**src/rtl/line_clock_supervisor_map.svh**
```systemverilog
// register offsets, field positions, reset values and counts of the clock supervisor
// assumes a 32-bit AXI4-Lite register port and a 100 MHz master clock
//
// Functional notes
// [RQ1] flag transmit clock missing after more than 70 stable master clock cycles
// [RQ2] loss-of-signal output is active high while the line signal is lost
// [RQ3] loss-of-signal output falls by itself once valid signal returns
// [RQ4] line driver pair goes high impedance when the master clock is lost
// [RQ5] during loss of signal the receive clock comes from the master clock; the code does this only while alarm_ind_enable is 1
// [RQ6] system supplies the master clock at the selected rate, 2.048MHz for E1
// [RQ7] master clock as reference clocks out all-ones, all-zeros and PRBS patterns
// [RQ8] automatic all-ones and alarm indication always use the master clock
// [RQ9] control interface mode follows the two sampled mode-select pins
// [RQ10] unmasked transmit clock missing event raises the host interrupt
// [RQ11] receive clock from master clock while signal lost and alarm enable is 1
// [RQ12] activity counter restarts on each edge; missing clears on first edge
// [RQ13] loss decision arrives as one synchronous input, registered before the pin
`ifndef LINE_CLOCK_SUPERVISOR_MAP_SVH
`define LINE_CLOCK_SUPERVISOR_MAP_SVH

`define LCS_ADDR_W        5
`define LCS_OFS_CTRL      5'h00
`define LCS_OFS_STATUS    5'h04
`define LCS_OFS_INT_STAT  5'h08
`define LCS_OFS_INT_CLR   5'h0c
`define LCS_OFS_INT_EN    5'h10

`define LCS_CTRL_W        6
`define LCS_CTRL_RST      6'h00
`define LCS_INT_W         3
`define LCS_INT_RST       3'h0
`define LCS_INT_TXMISS    0
`define LCS_INT_LOS_SET   1
`define LCS_INT_LOS_CLR   2

`define LCS_ST_TXMISS     0
`define LCS_ST_LOS        1
`define LCS_ST_MCLK_LOST  2
`define LCS_ST_MODE_LO    3
`define LCS_ST_MODE_HI    4
`define LCS_ST_RXREF      5
`define LCS_ST_TXREF      6

`define LCS_TX_MISS_LIMIT 70
`define LCS_MODE_RST      2'h0

`endif

```
**src/rtl/line_clock_supervisor_pkg.sv**
```systemverilog
// types shared by the clock supervisor and its testbench
// assumes the constants header is included by the users as well
package line_clock_supervisor_pkg;

   typedef enum logic [1:0] {
      PAT_DATA      = 2'b00,
      PAT_ALL_ONES  = 2'b01,
      PAT_ALL_ZEROS = 2'b10,
      PAT_PRBS      = 2'b11
   } tx_pat_t;

   typedef enum logic [1:0] {
      MODE_HARDWARE = 2'b00,
      MODE_SERIAL   = 2'b01,
      MODE_PAR_MUXA = 2'b10,
      MODE_PAR_MUXB = 2'b11
   } ctrl_mode_t;

   // software control word, 6 bits, low byte of the control register
   typedef struct packed {
      logic    ais_tx;
      logic    auto_tx_all_ones;
      tx_pat_t pattern;
      logic    alarm_ind_enable;
      logic    ref_mclk;
   } ctrl_t;

   // what the transmit side is told to do
   typedef struct packed {
      logic    ref_mclk;
      tx_pat_t pattern;
   } tx_sel_t;

   typedef enum logic [1:0] {
      REG_CTRL     = 2'b00,
      REG_STATUS   = 2'b01,
      REG_INT      = 2'b10,
      REG_NONE     = 2'b11
   } reg_grp_t;

   typedef enum logic {
      BUS_IDLE = 1'b0,
      BUS_RESP = 1'b1
   } bus_state_t;

endpackage

```
**src/rtl/line_clock_supervisor.sv**
```systemverilog
// line clock supervisor: transmit clock watch, loss-of-signal pin, clock
// reference selection, driver high impedance, mode strap and interrupt
// assumes all inputs are synchronous to mclk_i and an AXI4-Lite master
//
// The AXI4-Lite interface to the registers and the register addresses were left to the implementer.
`timescale 1ns/1ps
`default_nettype none
`include "line_clock_supervisor_map.svh"

module line_clock_supervisor #(
   parameter int ADDR_W     = `LCS_ADDR_W,
   parameter int MISS_LIMIT = `LCS_TX_MISS_LIMIT
) (
   input  wire logic                                mclk_i,
   input  wire logic                                srst_i,
   // line side
   input  wire logic                                tx_line_clock_i,
   input  wire logic                                los_det_i,
   input  wire logic                                mclk_lost_i,
   input  wire logic [1:0]                          mode_pins_i,
   output logic                                     signal_lost_out_o,
   output logic                                     tx_line_driver_pair_oe_o,
   output logic                                     rx_clk_from_mclk_o,
   output line_clock_supervisor_pkg::tx_sel_t       tx_sel_o,
   output line_clock_supervisor_pkg::ctrl_mode_t    ctrl_mode_o,
   output logic                                     tx_clk_missing_o,
   output logic                                     irq_o,
   // AXI4-Lite register port
   input  wire logic [ADDR_W-1:0]                   s_axi_awaddr_i,
   input  wire logic                                s_axi_awvalid_i,
   output logic                                     s_axi_awready_o,
   input  wire logic [31:0]                         s_axi_wdata_i,
   input  wire logic [3:0]                          s_axi_wstrb_i,
   input  wire logic                                s_axi_wvalid_i,
   output logic                                     s_axi_wready_o,
   output logic [1:0]                               s_axi_bresp_o,
   output logic                                     s_axi_bvalid_o,
   input  wire logic                                s_axi_bready_i,
   input  wire logic [ADDR_W-1:0]                   s_axi_araddr_i,
   input  wire logic                                s_axi_arvalid_i,
   output logic                                     s_axi_arready_o,
   output logic [31:0]                              s_axi_rdata_o,
   output logic [1:0]                               s_axi_rresp_o,
   output logic                                     s_axi_rvalid_o,
   input  wire logic                                s_axi_rready_i
);
   import line_clock_supervisor_pkg::*;

   localparam logic [1:0] RESP_OKAY   = 2'h0;
   localparam logic [1:0] RESP_SLVERR = 2'h2;

   ctrl_t                 ctrl_q;
   logic [`LCS_INT_W-1:0] int_stat_q;
   logic [`LCS_INT_W-1:0] int_en_q;
   logic [`LCS_INT_W-1:0] int_set;
   logic [`LCS_INT_W-1:0] int_clr;
   logic                  los_q;
   logic                  miss_q;
   logic                  tx_miss;
   logic                  auto_ones_act;
   logic                  mode_done_q;
   ctrl_mode_t            mode_q;
   tx_sel_t               tx_sel_q;
   logic                  rx_ref_q;

   // decode of a word address, shared by the write and read paths
   function automatic logic [2:0] decode(input logic [ADDR_W-1:0] a);
      if (a == ADDR_W'(`LCS_OFS_CTRL)) begin
         return 3'h0;
      end else if (a == ADDR_W'(`LCS_OFS_STATUS)) begin
         return 3'h1;
      end else if (a == ADDR_W'(`LCS_OFS_INT_STAT)) begin
         return 3'h2;
      end else if (a == ADDR_W'(`LCS_OFS_INT_CLR)) begin
         return 3'h3;
      end else if (a == ADDR_W'(`LCS_OFS_INT_EN)) begin
         return 3'h4;
      end else begin
         return 3'h7;
      end
   endfunction

   tx_clock_watch #(
      .LIMIT           (MISS_LIMIT)
   ) u_watch (
      .mclk_i          (mclk_i),
      .srst_i          (srst_i),
      .tx_line_clock_i (tx_line_clock_i),
      .missing_o       (tx_miss)
   );

   // [RQ13] registered loss input
   always_ff @(posedge mclk_i) begin
      if (srst_i) begin
         los_q  <= 1'b0;
         miss_q <= 1'b0;
      end else begin
         los_q  <= los_det_i;
         miss_q <= tx_miss;
      end
   end

   // [RQ2] active high pin
   // [RQ3] self clearing
   assign signal_lost_out_o = los_q;
   assign tx_clk_missing_o  = tx_miss;

   // [RQ4] driver released
   // left combinational: with the master clock gone no flop would update
   assign tx_line_driver_pair_oe_o = !mclk_lost_i;

   // [RQ9] mode strap capture
   // caught on the first edge after reset release, then frozen
   always_ff @(posedge mclk_i) begin
      if (srst_i) begin
         mode_done_q <= 1'b0;
         mode_q      <= ctrl_mode_t'(`LCS_MODE_RST);
      end else if (!mode_done_q) begin
         mode_done_q <= 1'b1;
         mode_q      <= ctrl_mode_t'(mode_pins_i);
      end
   end
   assign ctrl_mode_o = mode_q;

   // [RQ5] receive clock source
   // [RQ11] gated by alarm enable
   always_ff @(posedge mclk_i) begin
      if (srst_i) begin
         rx_ref_q <= 1'b0;
      end else begin
         rx_ref_q <= los_det_i && ctrl_q.alarm_ind_enable;
      end
   end
   assign rx_clk_from_mclk_o = rx_ref_q;

   assign auto_ones_act = ctrl_q.auto_tx_all_ones && los_q;

   // [RQ8] forced master reference
   // [RQ7] patterns on master clock
   // alarm and automatic all-ones override whatever pattern software chose
   always_ff @(posedge mclk_i) begin
      if (srst_i) begin
         tx_sel_q <= '0;
      end else if (auto_ones_act || ctrl_q.ais_tx) begin
         tx_sel_q.ref_mclk <= 1'b1;
         tx_sel_q.pattern  <= PAT_ALL_ONES;
      end else begin
         tx_sel_q.ref_mclk <= ctrl_q.ref_mclk && (ctrl_q.pattern != PAT_DATA);
         tx_sel_q.pattern  <= ctrl_q.pattern;
      end
   end
   assign tx_sel_o = tx_sel_q;

   // write channel
   bus_state_t           wr_st_q;
   logic                 aw_have_q;
   logic                 w_have_q;
   logic [ADDR_W-1:0]    awaddr_q;
   logic [31:0]          wdata_q;
   logic [3:0]           wstrb_q;
   logic [1:0]           bresp_q;
   logic                 wr_fire;
   logic [2:0]           wr_sel;

   assign s_axi_awready_o = (wr_st_q == BUS_IDLE) && !aw_have_q;
   assign s_axi_wready_o  = (wr_st_q == BUS_IDLE) && !w_have_q;
   assign wr_fire         = (wr_st_q == BUS_IDLE) && aw_have_q && w_have_q;
   assign wr_sel          = decode(awaddr_q);

   always_ff @(posedge mclk_i) begin
      if (srst_i) begin
         aw_have_q <= 1'b0;
         awaddr_q  <= '0;
      end else if (s_axi_awvalid_i && s_axi_awready_o) begin
         aw_have_q <= 1'b1;
         awaddr_q  <= s_axi_awaddr_i;
      end else if (wr_fire) begin
         aw_have_q <= 1'b0;
      end
   end

   always_ff @(posedge mclk_i) begin
      if (srst_i) begin
         w_have_q <= 1'b0;
         wdata_q  <= '0;
         wstrb_q  <= '0;
      end else if (s_axi_wvalid_i && s_axi_wready_o) begin
         w_have_q <= 1'b1;
         wdata_q  <= s_axi_wdata_i;
         wstrb_q  <= s_axi_wstrb_i;
      end else if (wr_fire) begin
         w_have_q <= 1'b0;
      end
   end

   always_ff @(posedge mclk_i) begin
      if (srst_i) begin
         wr_st_q <= BUS_IDLE;
         bresp_q <= RESP_OKAY;
      end else begin
         case (wr_st_q)
            BUS_IDLE: begin
               if (wr_fire) begin
                  wr_st_q <= BUS_RESP;
                  bresp_q <= (wr_sel == 3'h7) ? RESP_SLVERR : RESP_OKAY;
               end
            end
            BUS_RESP: begin
               if (s_axi_bready_i) begin
                  wr_st_q <= BUS_IDLE;
               end
            end
            default: wr_st_q <= BUS_IDLE;
         endcase
      end
   end
   assign s_axi_bvalid_o = wr_st_q == BUS_RESP;
   assign s_axi_bresp_o  = bresp_q;

   // control and enable registers; all fields live in byte lane 0
   always_ff @(posedge mclk_i) begin
      if (srst_i) begin
         ctrl_q   <= ctrl_t'(`LCS_CTRL_RST);
         int_en_q <= `LCS_INT_RST;
      end else if (wr_fire && wstrb_q[0]) begin
         if (wr_sel == 3'h0) begin
            ctrl_q <= ctrl_t'(wdata_q[`LCS_CTRL_W-1:0]);
         end else if (wr_sel == 3'h4) begin
            int_en_q <= wdata_q[`LCS_INT_W-1:0];
         end
      end
   end

   assign int_clr = (wr_fire && wstrb_q[0] && wr_sel == 3'h3) ?
                    wdata_q[`LCS_INT_W-1:0] : '0;

   // [RQ10] sticky events
   // a set in the same cycle as its clear wins, so no event is dropped
   always_comb begin
      int_set                     = '0;
      int_set[`LCS_INT_TXMISS]    = tx_miss && !miss_q;
      int_set[`LCS_INT_LOS_SET]   = los_det_i && !los_q;
      int_set[`LCS_INT_LOS_CLR]   = !los_det_i && los_q;
   end

   always_ff @(posedge mclk_i) begin
      if (srst_i) begin
         int_stat_q <= `LCS_INT_RST;
      end else begin
         int_stat_q <= (int_stat_q & ~int_clr) | int_set;
      end
   end
   assign irq_o = |(int_stat_q & int_en_q);

   // read channel
   bus_state_t  rd_st_q;
   logic [31:0] rdata_q;
   logic [1:0]  rresp_q;
   logic [31:0] rd_word;
   logic [2:0]  rd_sel;

   assign rd_sel          = decode(s_axi_araddr_i);
   assign s_axi_arready_o = rd_st_q == BUS_IDLE;

   always_comb begin
      rd_word = '0;
      case (rd_sel)
         3'h0: rd_word[`LCS_CTRL_W-1:0] = ctrl_q;
         3'h1: begin
            rd_word[`LCS_ST_TXMISS]    = tx_miss;
            rd_word[`LCS_ST_LOS]       = los_q;
            rd_word[`LCS_ST_MCLK_LOST] = mclk_lost_i;
            rd_word[`LCS_ST_MODE_LO]   = mode_q[0];
            rd_word[`LCS_ST_MODE_HI]   = mode_q[1];
            rd_word[`LCS_ST_RXREF]     = rx_ref_q;
            rd_word[`LCS_ST_TXREF]     = tx_sel_q.ref_mclk;
         end
         3'h2: rd_word[`LCS_INT_W-1:0] = int_stat_q;
         3'h4: rd_word[`LCS_INT_W-1:0] = int_en_q;
         default: rd_word = '0;
      endcase
   end

   always_ff @(posedge mclk_i) begin
      if (srst_i) begin
         rd_st_q <= BUS_IDLE;
         rdata_q <= '0;
         rresp_q <= RESP_OKAY;
      end else begin
         case (rd_st_q)
            BUS_IDLE: begin
               if (s_axi_arvalid_i) begin
                  rd_st_q <= BUS_RESP;
                  rdata_q <= rd_word;
                  rresp_q <= (rd_sel == 3'h7) ? RESP_SLVERR : RESP_OKAY;
               end
            end
            BUS_RESP: begin
               if (s_axi_rready_i) begin
                  rd_st_q <= BUS_IDLE;
               end
            end
            default: rd_st_q <= BUS_IDLE;
         endcase
      end
   end
   assign s_axi_rvalid_o = rd_st_q == BUS_RESP;
   assign s_axi_rdata_o  = rdata_q;
   assign s_axi_rresp_o  = rresp_q;
endmodule // line_clock_supervisor
`default_nettype wire

```
**src/rtl/tx_clock_watch.sv**
```systemverilog
// watches the sampled transmit clock for activity against the master clock
// assumes tx_line_clock_i is already synchronous to mclk_i
`timescale 1ns/1ps
`default_nettype none
`include "line_clock_supervisor_map.svh"

module tx_clock_watch #(
   parameter int LIMIT = `LCS_TX_MISS_LIMIT
) (
   input  wire logic mclk_i,
   input  wire logic srst_i,
   input  wire logic tx_line_clock_i,
   output logic      missing_o
);
   localparam int CW = $clog2(LIMIT + 1);

   logic          prev_q;
   logic [CW-1:0] cnt_q;
   logic          edge_seen;

   assign edge_seen = tx_line_clock_i != prev_q;

   always_ff @(posedge mclk_i) begin
      if (srst_i) begin
         prev_q <= 1'b0;
      end else begin
         prev_q <= tx_line_clock_i;
      end
   end

   // [RQ12] restart on edges
   always_ff @(posedge mclk_i) begin
      if (srst_i || edge_seen) begin
         cnt_q <= '0;
      end else if (cnt_q != CW'(LIMIT)) begin
         cnt_q <= cnt_q + 1'b1;
      end
   end

   // [RQ1] stable past limit
   always_ff @(posedge mclk_i) begin
      if (srst_i || edge_seen) begin
         missing_o <= 1'b0;
      end else if (cnt_q == CW'(LIMIT)) begin
         missing_o <= 1'b1;
      end
   end
endmodule // tx_clock_watch
`default_nettype wire

```
**config.mk**
```make
export PLATFORM = sky130hd
export DESIGN_NAME = line_clock_supervisor
export DESIGN_NICKNAME = d
export VERILOG_FILES = /design/src/rtl/line_clock_supervisor_pkg.sv /design/src/rtl/line_clock_supervisor.sv /design/src/rtl/tx_clock_watch.sv
export VERILOG_INCLUDE_DIRS = /design/src /design/src/rtl
export SDC_FILE = /design/constraint.sdc
export NUM_CORES = 1
export LEC_CHECK = 0
export BUFFER_PORTS_ARGS = -buffer_cell sky130_fd_sc_hd__buf_4
export CAP_MARGIN = 10
export CORE_ASPECT_RATIO = 1.4
export CORE_MARGIN = 1.5
export CORE_UTILIZATION = 47
export CTS_CLUSTER_SIZE = 10
export DETAILED_ROUTE_END_ITERATION = 8
export PLACE_DENSITY = 0.77
export SETUP_SLACK_MARGIN = 0.2
export SLEW_MARGIN = 20
export SYNTH_ARGS = -nofsm -noshare
export SYNTH_HDL_FRONTEND = slang
export SYNTH_HIERARCHICAL = 1
export SYNTH_SLANG_ARGS = --single-unit
export TNS_END_PERCENT = 100
```
**constraint.sdc**
```tcl
create_clock -name mclk_i -period 2.01 [get_ports mclk_i]
set_input_delay 0 -clock mclk_i [delete_from_list [all_inputs] [get_ports mclk_i]]
set_output_delay 0 -clock mclk_i [all_outputs]
set_load 0.01 [all_outputs]
```
==> results of run 1 <==
[kinds of logic after synthesis]
kind of cell	after synthesis	synth area share (%)
muxes	27	11.0
and+or+nand+nor	95	21.1
AOI/OAI and AO/OA	36	9.43
other	1	0.151
DFF	55	44.4
adders and majority gates	3	1.41
buffers and inverters	44	11.1
xor gates and xnor gates	4	1.41
[flip-flops by register name, indices dropped and copies added, names as in the netlist, 2 cells and up]
signal,count
ctrl_q,6
int_stat_q,3
s_axi_rdata_o,7
tx_sel_o,3
ctrl_mode_o,2
awaddr_q,5
u_watch/cnt_q,7
wdata_q,6
int_en_q,3
[power by group through the flow]
stage               combinational [W]  sequential, W  clock, W
floorplan                    0.000188        0.00118         0
global placement             0.000239        0.00119         0
detailed placement           0.000245        0.00119         0
CTS                          0.000278        0.00116  0.000643
global route                 0.000308        0.00117  0.000677
finish                       0.000278        0.00116  0.000624
[cells in the mapped netlist (all sizes together), types with 4 or more instances]
library cell and instances:
a21oi 14, nor3 6, buf 31, nor2 34, o21ai 8, nor2b 10
a211oi 4, inv 7, nand2 8, nor3b 4, nand3 9, clkbuf 6
nand4 5, mux2i 24, dfxtp 55
[cell type report]
cell class                 count  area [um^2]  share of cell area, %
multi-input combinational    192         1200                   38.7
inverter                       7         26.3                  0.845
clock buffer                   5         68.8                   2.21
timing repair buffer          74          606                   19.5
tap                           66         82.6                   2.65
sequential                    55         1100                   35.4
clock inverter                 3         22.5                  0.724
[worst max-delay path: cells and delay by family (launching register included)]
| family | cells | cell delay [ps] |
|---|---|---|
| mux | 1 | 170 |
| flops | 1 | 380 |
| simple gates | 3 | 940 |
[how the worst max path moves through the flow]
| stage | to | slack, ps | cells after the start |
|---|---|---|---|
| 6_report | int_en_q[1] | 380 | 4 |
| 5_1_grt | int_en_q[1] | 250 | 4 |
| 4_1_cts | ctrl_q[2] | 340 | 4 |
| 3_5_place_dp | ctrl_q[2] | 370 | 4 |
| 3_3_place_gp | ctrl_q[4] | 370 | 4 |
| 2_1_floorplan | int_en_q[0] | 420 | 5 |
[routing by layer]
metal	wire (um)	global-route usage [%]	share of wire [%]
met1	2130	22.4	41
met2	2720	33.6	53
met3	245	3.40	4.8
met4	61	6.58	1.2
met5	0	0	0
[cells in the final DEF (no fill, tap or decap), drive strengths merged, types with 9 or more instances in the layout]
master / synthesis / routed
dfxtp: 55 / 55
buf: 31 / 54
conb: 1 / 27
nor2: 34 / 34
nor2b: 10 / 10
dlygate4sd3: 0 / 20
a21oi: 14 / 14
mux2i: 24 / 24
nand3: 9 / 9
[repair_timing]
action                                  CTS  global route
hold endpoints to repair                 19             0
setup buffers                             0             1
hold buffers                             20             0
endpoints found under the setup margin    0             4
[per-stage QoR]
stage | utilization, % | hold WS (ps) | instance area, um^2 | instances | worst slack [ps]
floorplan | - | 43.5 | 2580 | 291 | 424
global placement | 54.9 | 187 | 2810 | 373 | 373
detailed placement | 54.9 | 195 | 2810 | 373 | 370
CTS | 60.6 | 3.17 | 3100 | 401 | 342
global route | 60.8 | 17.6 | 3110 | 402 | 254
finish | 60.8 | 6.47 | 3110 | 402 | 377
==> summary.txt, run 1 <==
Status
  – Run status: finished, final reports clean

GRT
  – All-layer global routing usage: 18.7%
  – Antenna violations before repair: 0
  – GRT Residual Overflow: 0
  – Vias in the first global route: 1,904
  – Largest net degree at the start of global routing: 45
  – Global-route wire length before repair: 8.55 mm

Route
  – Number of detailed-route iterations in the first pass: 4
  – Remaining number of nets flagged by the antenna check after routing: 0
  – Vias after detailed routing: 2,027
  – Total detailed-routing wirelength: 5.16 mm
  – Mean routed wirelength per cell: 12.8 um
  – Number of design-rule violations left by the first detailed-router iteration: 119
  – DRC violation count after routing: 0
  – Average via count per standard cell: 5.04

CTS
  – Maximum buffer depth of the clock tree: 2
  – Skew-Pair Late Insertion Delay: 310 ps
  – Clk slew on worst S/H paths: 110 ps
  – Clock tree from TritonCTS: yes
  – Clk Tree Root Cell: clkbuf_8
  – CTS sink cnt: 55
  – Count of H-tree levels built during CTS: 2
  – Number of buffers created by CTS: 5
  – PostCTS Resize Cnt: 0

STA
  – Max Clk Rate: 612 MHz
  – Transition time at the pin with the least slew margin: 819 ps
  – RSZ-0062 raised after global routing: no
  – Number of slew-limit violations in the final report: 0
  – Post-route minimum period: 1630 ps
  – Total Neg Setup Slack: 0 ps
  – Period Utilization, post-route: 81.3%
  – Worst rel slew slack: 44.9%
  – Post-route clock skew: 14.9 ps
  – Final hold violation count: 0
  – Count of endpoints failing setup in the final report: 0

Synthesis
  – Distinct cell type count of the synthesized netlist: 45
  – Netlist area before placement: 0.00248 mm^2
  – Instance count of the mapped netlist: 265
  – Post-synth top area share: 44.4%
  – Ys flop type: dfxtp_1
  – Top cell type by total area after synthesis: dfxtp_1
  – Number of flops mapped to enable cells by yosys: 0
  – Sequential area share after synthesis: 44.4%
  – Async set or reset register ratio after synthesis: 0%
  – Post-synthesis register bit count: 55
  – Mean Syn Cell Area: 9.37 um^2
  – Synthesis warning total: 6
  – Main area contributors after synthesis: dfxtp_1 (44%), mux2i_1 (9.7%), buf_4 (8.2%)

Layout
  – Area delta synth->final: 25.3%
  – Count of fill cells added during filler insertion: 483
  – Fraction of final layout cells with drive strength greater than 1: 22.6%
  – Nets: 395
  – Number of diodes: 0

Pwr
  – Total net switching power: 0.000548 W
  – Power consumption: 0.00207 W
  – Part of the power in the clock network: 30.2%
  – Switching Share: 26.5%
  – Int Power: 0.00152 W
  – Sequential cell fraction of total power: 56.4%
  – Proportion of power drawn by combinational gates: 13.5%
  – Max IR drop VDD: 0.401 mV
  – P per Cell Area: 664 mW/mm^2
  – Standby leakage power: 1.32 nW

Min path
  – Worst hold start: s_axi_araddr_i[1]
  – Depth of the worst hold-timing path: 3
  – Sink of the worst hold path: s_axi_rresp_o[1]
  – Path category of the worst min-delay check: primary input to flop

Die
  – Core box area: 0.00512 mm^2
  – Chip height: 89.0 um
  – Count of pins on the block boundary: 109
  – DIE AREA: 0.00573 mm^2
  – Number of core rows: 31
  – Die X: 64.4 um
  – Effective utilization at floorplan: 48.5%

Critical path
  – Nature of the critical path endpoint: flop
  – Critical-path top delay cell: or4_4
  – Crit-path max FO: 8
  – Beginning of the critical path: s_axi_bvalid_o
  – Cell chain of the critical path: nand3b_2 -> or4_4 -> mux2i_1 -> nor2_1
  – Reg-to-Reg End: int_en_q[1]
  – Critical path startpoint category: flop
  – Crit-path max cell delay: 560 ps
  – Reg-to-reg startpoint: s_axi_bvalid_o
  – Worst reg2reg path depth: 4
  – Register-to-register setup slack: 380 ps
  – Setup Crit Path Kind: flop to flop
  – Required time at the endpoint of the critical path: 2190 ps
  – Worst path arrival time: 1810 ps

Placement
  – Last weighted congestion value of the routability-driven placer: 0.817
  – IO Port Bufs: 52
  – Detailed Place HPWL: 3.68 mm

Run
  – Count of maximum capacitance violations: 0
Power figures use the tool's default switching activity.
==> inputs of run 2 (changes only) <==
--- a/config.mk
+++ b/config.mk
@@ -6,14 +6,15 @@
 export SDC_FILE = /design/constraint.sdc
 export NUM_CORES = 1
 export LEC_CHECK = 0
+export ABC_AREA = 1
 export BUFFER_PORTS_ARGS = -buffer_cell sky130_fd_sc_hd__buf_4
 export CAP_MARGIN = 10
 export CORE_ASPECT_RATIO = 1.4
 export CORE_MARGIN = 1.5
-export CORE_UTILIZATION = 47
+export CORE_UTILIZATION = 43
 export CTS_CLUSTER_SIZE = 10
 export DETAILED_ROUTE_END_ITERATION = 8
-export PLACE_DENSITY = 0.77
+export PLACE_DENSITY = 0.74
 export SETUP_SLACK_MARGIN = 0.2
 export SLEW_MARGIN = 20
 export SYNTH_ARGS = -nofsm -noshare
==> constraint.sdc (replaced) <==
create_clock -name mclk_i -period 1.4 [get_ports mclk_i]
set_input_delay 0 -clock mclk_i [delete_from_list [all_inputs] [get_ports mclk_i]]
set_output_delay 0 -clock mclk_i [all_outputs]
set_load 0.01 [all_outputs]
==> run 2 against run 1 <==
Against the previous run:
- core utilization fell by 1.2 points
- via count rose by 15%
- power rose by 58%
- wire length rose by 4.5%
- critical path depth rose by 3
- critical path type unchanged
- critical endpoint is now ctrl_q[0]
- largest cell class unchanged
- highest routed layer unchanged
==> summary.txt, run 2 <==
Route
  – Vias after detailed routing: 2,334
  – Average via count per standard cell: 4.71
  – DRC violation count after routing: 0
  – Number of design-rule violations left by the first detailed-router iteration: 109
  – Total detailed-routing wirelength: 5.39 mm
  – Mean routed wirelength per cell: 10.9 um
  – Number of detailed-route iterations in the first pass: 5
  – Remaining number of nets flagged by the antenna check after routing: 0

Critical path
  – Setup Crit Path Kind: flop to flop
  – Nature of the critical path endpoint: flop
  – Count of cell instances traversed by the critical path: 7
  – Buf/Inv on CP: 2
  – Crit-path max FO: 4
  – Critical path startpoint category: flop
  – Required time at the endpoint of the critical path: 1660 ps
  – Worst reg2reg path depth: 7
  – Crit-path max cell delay: 360 ps
  – Worst path arrival time: 1480 ps
  – Cell chain of the critical path: inv_2 -> nor2_4 -> nand3_4 -> nor3_4 -> buf_6 -> nand2_2 -> a21oi_2
  – Family with the most delay on the worst path: simple AND/OR/NAND/NOR gates
  – Critical-path top delay cell: dfxtp_2

Die
  – Die X: 67.8 um
  – Chip height: 93.7 um
  – Count of pins on the block boundary: 109
  – DIE AREA: 0.00635 mm^2
  – Number of core rows: 32
  – Core box area: 0.00561 mm^2
  – Effective utilization at floorplan: 45.1%

GRT
  – Largest net degree at the start of global routing: 20
  – GRT Residual Overflow: 0
  – Antenna violations before repair: 0
  – All-layer global routing usage: 17.4%
  – Vias in the first global route: 2,185
  – Global-route wire length before repair: 8.64 mm

STA
  – Period Utilization, post-route: 87.1%
  – Post-route clock skew: 9.27 ps
  – Minimum hold slack: 41.3 ps
  – Max Clk Rate: 820 MHz
  – Number of slew-limit violations in the final report: 0
  – Count of endpoints failing setup in the final report: 0
  – Post-route minimum period: 1220 ps
  – Final hold violation count: 0
  – Total Neg Setup Slack: 0 ps
  – RSZ-0062 raised after global routing: yes

CTS
  – CTS sink cnt: 55
  – Clk slew on worst S/H paths: 100 ps
  – Skew-Pair Late Insertion Delay: 320 ps
  – Count of H-tree levels built during CTS: 2
  – Maximum buffer depth of the clock tree: 2
  – Clock tree from TritonCTS: yes
  – Clk Tree Root Cell: clkbuf_8
  – Number of buffers created by CTS: 5

Synthesis
  – Sequential area share after synthesis: 43.6%
  – Top cells by count, synth: nand2_1 (63), dfxtp_1 (55), nor2_1 (54), inv_1 (36)
  – Mean Syn Cell Area: 7.30 um^2
  – Post-synthesis register bit count: 55
  – Netlist area before placement: 0.00253 mm^2
  – Instance count of the mapped netlist: 346
  – Synthesis warning total: 6
  – Number of flops mapped to enable cells by yosys: 0
  – Top cell type by total area after synthesis: dfxtp_1
  – Main area contributors after synthesis: dfxtp_1 (44%), nand2_1 (9.4%), buf_4 (8.0%)
  – Distinct cell type count of the synthesized netlist: 27
  – Async set or reset register ratio after synthesis: 0%
  – Post-synth top area share: 43.6%
  – Ys flop type: dfxtp_1
  – Most common cell in the synthesized netlist: nand2_1

Min path
  – Path category of the worst min-delay check: primary input to flop
  – Depth of the worst hold-timing path: 3

Layout
  – Nets: 487
  – Commonest non-fill, non-tap cell in the layout: buf_4
  – Leading cell types in the layout, fill and taps excluded: buf_4 (59), nand2_1 (57), nor2_1 (51)
  – Fraction of final layout cells with drive strength greater than 1: 25.7%
  – Area delta synth->final: 32.2%
  – Number of diodes: 0

Pwr
  – P per Cell Area: 980 mW/mm^2
  – Standby leakage power: 1.51 nW
  – Max IR drop VDD: 0.606 mV

Placement
  – IO Port Bufs: 52
  – Detailed Place HPWL: 3.81 mm
  – Last weighted congestion value of the routability-driven placer: 0.824

Status
  – Run status: finished, final reports clean

Run
  – Count of maximum capacitance violations: 0
[run 2: cell count changes after synthesis, moves of 10 or more]
cell / previous run / this run
a21oi_1: 14 / 27
inv_1: 7 / 36
mux2i_1: 24 / 0
nand2_1: 8 / 63
nor2_1: 34 / 54
nor2b_1: 10 / 0
o21ai_0: 8 / 27
[run 2: path summary, 6_finish.rpt]
check	slack [ps]	start	to
worst min register to register	420	miss_q	int_stat_q[0]
worst max register to register	180	aw_have_q	ctrl_q[0]
worst max-delay path	180	aw_have_q	ctrl_q[0]
worst min-delay path	40	s_axi_awvalid_i	aw_have_q
[run 2: logic make-up after synthesis]
| kind of cell | Yosys count | synth area share, % |
|---|---|---|
| flops | 55 | 43.6 |
| fa+ha+maj | 2 | 0.990 |
| other cells | 1 | 0.148 |
| buf+inv | 74 | 15.1 |
| simple gates | 151 | 26.8 |
| xor+xnor | 2 | 0.693 |
| compound gates | 61 | 12.6 |
[run 2: report_power, final]
part           internal, W  total, W  switching (W)
clock network     0.000542   0.00108       0.000539
registers          0.00164   0.00170      0.0000649
logic             0.000223  0.000489       0.000266
[run 2: what timing repair did]
item	4_1_cts	5_1_grt
gates cloned	0	1
resized for setup	5	30
buffers inserted	2	2
endpoints found under the hold margin	31	0
hold buffers	20	0
setup endpoints to repair	13	37
pin swaps	9	14
[run 2: per-stage QoR]
step | util [%] | worst slack [ps] | cells | total power (W) | instance area [um^2]
after global placement | 51.8 | 169 | 463 | 0.00212 | 2900
after global routing | 59.6 | 88.2 | 496 | 0.00342 | 3340
final | 59.6 | 180 | 496 | 0.00327 | 3340
after detailed placement | 51.8 | 130 | 463 | 0.00213 | 2900
after CTS | 57.9 | 160 | 493 | 0.00326 | 3250
after floorplan | - | 212 | 372 | 0.00202 | 2630
[run 2: layer usage]
| metal | track usage (%) | up-vias | routed length (um) |
|---|---|---|---|
| li1 | - | 1216 | - |
| met1 | 18.5 | 1046 | 2100 |
| met2 | 32.4 | 63 | 2910 |
| met3 | 3.48 | 9 | 288 |
| met4 | 7.00 | 0 | 93 |
| met5 | 0 | - | 0 |
[run 2: area by class of cell]
class	instances	area, um^2
Fill cell	528	2260
Multi-Input combinational cell	243	1210
Sequential cell	55	1110
Timing Repair Buffer	80	654
Inverter	41	158
Tap cell	68	85.1
Clock buffer	5	68.8
Clock inverter	3	47.5
Timing Repair inverter	1	7.51
[run 2: tightest hold or removal path, cell delays in order]
cell     delay [ps]
buf_4           110
nand2_2         130
a21oi_1          80
==> inputs of run 3 (changes only) <==
--- a/config.mk
+++ b/config.mk
@@ -11,10 +11,11 @@
 export CAP_MARGIN = 10
 export CORE_ASPECT_RATIO = 1.4
 export CORE_MARGIN = 1.5
-export CORE_UTILIZATION = 43
+export CORE_UTILIZATION = 47
 export CTS_CLUSTER_SIZE = 10
 export DETAILED_ROUTE_END_ITERATION = 8
-export PLACE_DENSITY = 0.74
+export GPL_TIMING_DRIVEN = 0
+export PLACE_DENSITY = 0.77
 export SETUP_SLACK_MARGIN = 0.2
 export SLEW_MARGIN = 20
 export SYNTH_ARGS = -nofsm -noshare
==> constraint.sdc (replaced) <==
create_clock -name mclk_i -period 1.3 [get_ports mclk_i]
set_input_delay 0 -clock mclk_i [delete_from_list [all_inputs] [get_ports mclk_i]]
set_output_delay 0 -clock mclk_i [all_outputs]
set_load 0.01 [all_outputs]
==> run 3 against run 2 <==
Against the previous run:
- die area is 8.2% lower
- hold slack worse by 13 ps
- register-to-register slack worse by 120 ps
- worst setup slack worse by 120 ps
- flip-flop and latch count unchanged
- final area increased by 6.4%
- critical path depth decreased by 1
- critical path type unchanged
==> summary.txt, run 3 (synthesis results as in run 2) <==
GRT
  – Gr busiest metal: met2
  – GR Layer Usage met2: 37.5%
  – GRT Residual Overflow: 0
  – GR Util met1: 23.4%
  – Met3 global-route usage: 4.51%
  – Global-route wire length before repair: 9.89 mm
  – Largest net degree at the start of global routing: 17
  – Vias in the first global route: 2,369
  – Antenna violations before repair: 0
  – All-layer global routing usage: 20.9%

Min path
  – Sink of the worst hold path: s_axi_rdata_o[1]
  – Path category of the worst min-delay check: primary input to flop
  – Depth of the worst hold-timing path: 4
  – Worst hold start: s_axi_arvalid_i

Status
  – Run status: finished, final reports clean

Layout
  – Number of diodes: 0
  – Area delta synth->final: 40.7%
  – Commonest non-fill, non-tap cell in the layout: buf_4
  – Nets: 517
  – Leading cell types in the layout, fill and taps excluded: buf_4 (85), nand2_1 (59), nor2_1 (48)
  – Fraction of final layout cells with drive strength greater than 1: 30.6%

Route
  – Number of detailed-route iterations in the first pass: 4
  – Average via count per standard cell: 4.65
  – Total detailed-routing wirelength: 5.78 mm
  – Vias after detailed routing: 2,439
  – Mean routed wirelength per cell: 11.0 um
  – Number of design-rule violations left by the first detailed-router iteration: 74
  – DRC violation count after routing: 0
  – Remaining number of nets flagged by the antenna check after routing: 0

Pwr
  – Max IR drop VDD: 0.948 mV
  – Standby leakage power: 1.66 nW
  – P per Cell Area: 940 mW/mm^2

Critical path
  – Worst reg2reg path depth: 6
  – Worst path arrival time: 1480 ps
  – Setup Crit Path Kind: flop to flop
  – Register-to-register setup slack: 60 ps
  – Reg-to-reg startpoint: s_axi_bvalid_o
  – Reg-to-Reg End: ctrl_q[2]
  – Crit-path max FO: 4
  – Nature of the critical path endpoint: flop
  – Required time at the endpoint of the critical path: 1540 ps
  – Critical path startpoint category: flop

STA
  – Worst rel slew slack: 63.4%
  – Post-route minimum period: 1240 ps
  – Post-route clock skew: 13.8 ps
  – Minimum hold slack: 28.8 ps
  – Number of slew-limit violations in the final report: 0
  – Max Clk Rate: 806 MHz
  – RSZ-0062 raised after global routing: yes
  – Transition time at the pin with the least slew margin: 550 ps
  – Final hold violation count: 0
  – Least setup slack across all paths after layout: 59.9 ps
  – Count of endpoints failing setup in the final report: 0
  – Period Utilization, post-route: 95.4%

Placement
  – IO Port Bufs: 52
  – Post-place setup slack: 43.6 ps
  – Last weighted congestion value of the routability-driven placer: 0.877
  – Detailed Place HPWL: 3.98 mm

Die
  – Effective utilization at floorplan: 49.0%
  – Number of core rows: 31
  – DIE AREA: 0.00583 mm^2
  – Count of pins on the block boundary: 109
  – Core box area: 0.00516 mm^2
  – Chip height: 89.8 um
  – Die X: 65.0 um

CTS
  – Maximum buffer depth of the clock tree: 2
  – CTS sink cnt: 55
  – Number of buffers created by CTS: 5
  – Clk Tree Root Cell: clkbuf_8
  – Clk slew on worst S/H paths: 100 ps
  – Clock tree from TritonCTS: yes
  – Count of H-tree levels built during CTS: 2
  – Skew-Pair Late Insertion Delay: 310 ps

Run
  – Count of maximum capacitance violations: 0
[run 3: cell count changes in the layout (fill, tap and decap cells not counted), moves of 3 or more]
cell,previous run,this run
buf_4,59,85
clkbuf_1,0,4
o21ai_0,25,21
buf_2,0,3
nor2_1,51,48
o21ai_1,4,7
[run 3: repair_timing]
action                     in CTS  in global routing
hold endpoints to repair       22                  1
gates cloned                    0                  0
resized for setup              16                 27
pin swaps                       6                  9
buffers inserted                5                  1
hold buffers                   20                  1
setup endpoints to repair      24                 44
[run 3: cell type report]
cell class                 count  area (um^2)
inverter                      41          156
clock buffer                   6         72.6
tap                           66         82.6
fill                         444         1600
timing repair buffer          78          636
clock inverter                 2         12.5
multi-input combinational    243         1250
buffer                        33          229
sequential                    55         1120
[run 3: worst max path at each step]
stage                         startpoint         to  slack, ps  cells after the start
after floorplan           s_axi_bvalid_o  ctrl_q[1]        170                      6
after global placement       awaddr_q[0]  ctrl_q[0]         70                      6
after detailed placement     awaddr_q[0]  ctrl_q[0]         40                      6
after CTS                 s_axi_bvalid_o  ctrl_q[2]         70                      6
after global routing           aw_have_q  ctrl_q[3]        -20                      7
final                     s_axi_bvalid_o  ctrl_q[2]         60                      6
[run 3: routing by layer]
| layer | share of wire, % | vias to the layer above | wire length, um |
|---|---|---|---|
| li1 | - | 1276 | - |
| met1 | 41 | 1080 | 2350 |
| met2 | 52 | 76 | 3020 |
| met3 | 6.0 | 7 | 347 |
| met4 | 1.2 | 0 | 68 |
| met5 | 0 | - | 0 |
[run 3: through the flow]
| step | total power [W] | utilization, % | cells | area (um^2) | TNS (ps) |
|---|---|---|---|---|---|
| 6_report | 0.00334 | 68.9 | 524 | 3560 | 0 |
| 5_1_grt | 0.00351 | 68.9 | 524 | 3560 | -96.7 |
| 4_1_cts | 0.00333 | 67.5 | 523 | 3480 | 0 |
| 3_5_place_dp | 0.00236 | 60.2 | 490 | 3110 | 0 |
| 3_3_place_gp | 0.00235 | 60.2 | 490 | 3110 | 0 |
| 2_1_floorplan | 0.00218 | - | 372 | 2630 | 0 |
[run 3: where the power goes]
group / leakage, nW / internal, W / switching (W)
sequential: 0.454 / 0.00176 / 0.0000699
clock: 0.0412 / 0.000378 / 0.000536
combinational: 1.17 / 0.000292 / 0.000304
[run 3: worst max-delay path, stage by stage (launching register included)]
cell and delay, ps:
dfxtp_4 370, nor2_4 140, nand3_4 120, nor3_4 200
buf_4 160, nand2_1 50, a21oi_1 130
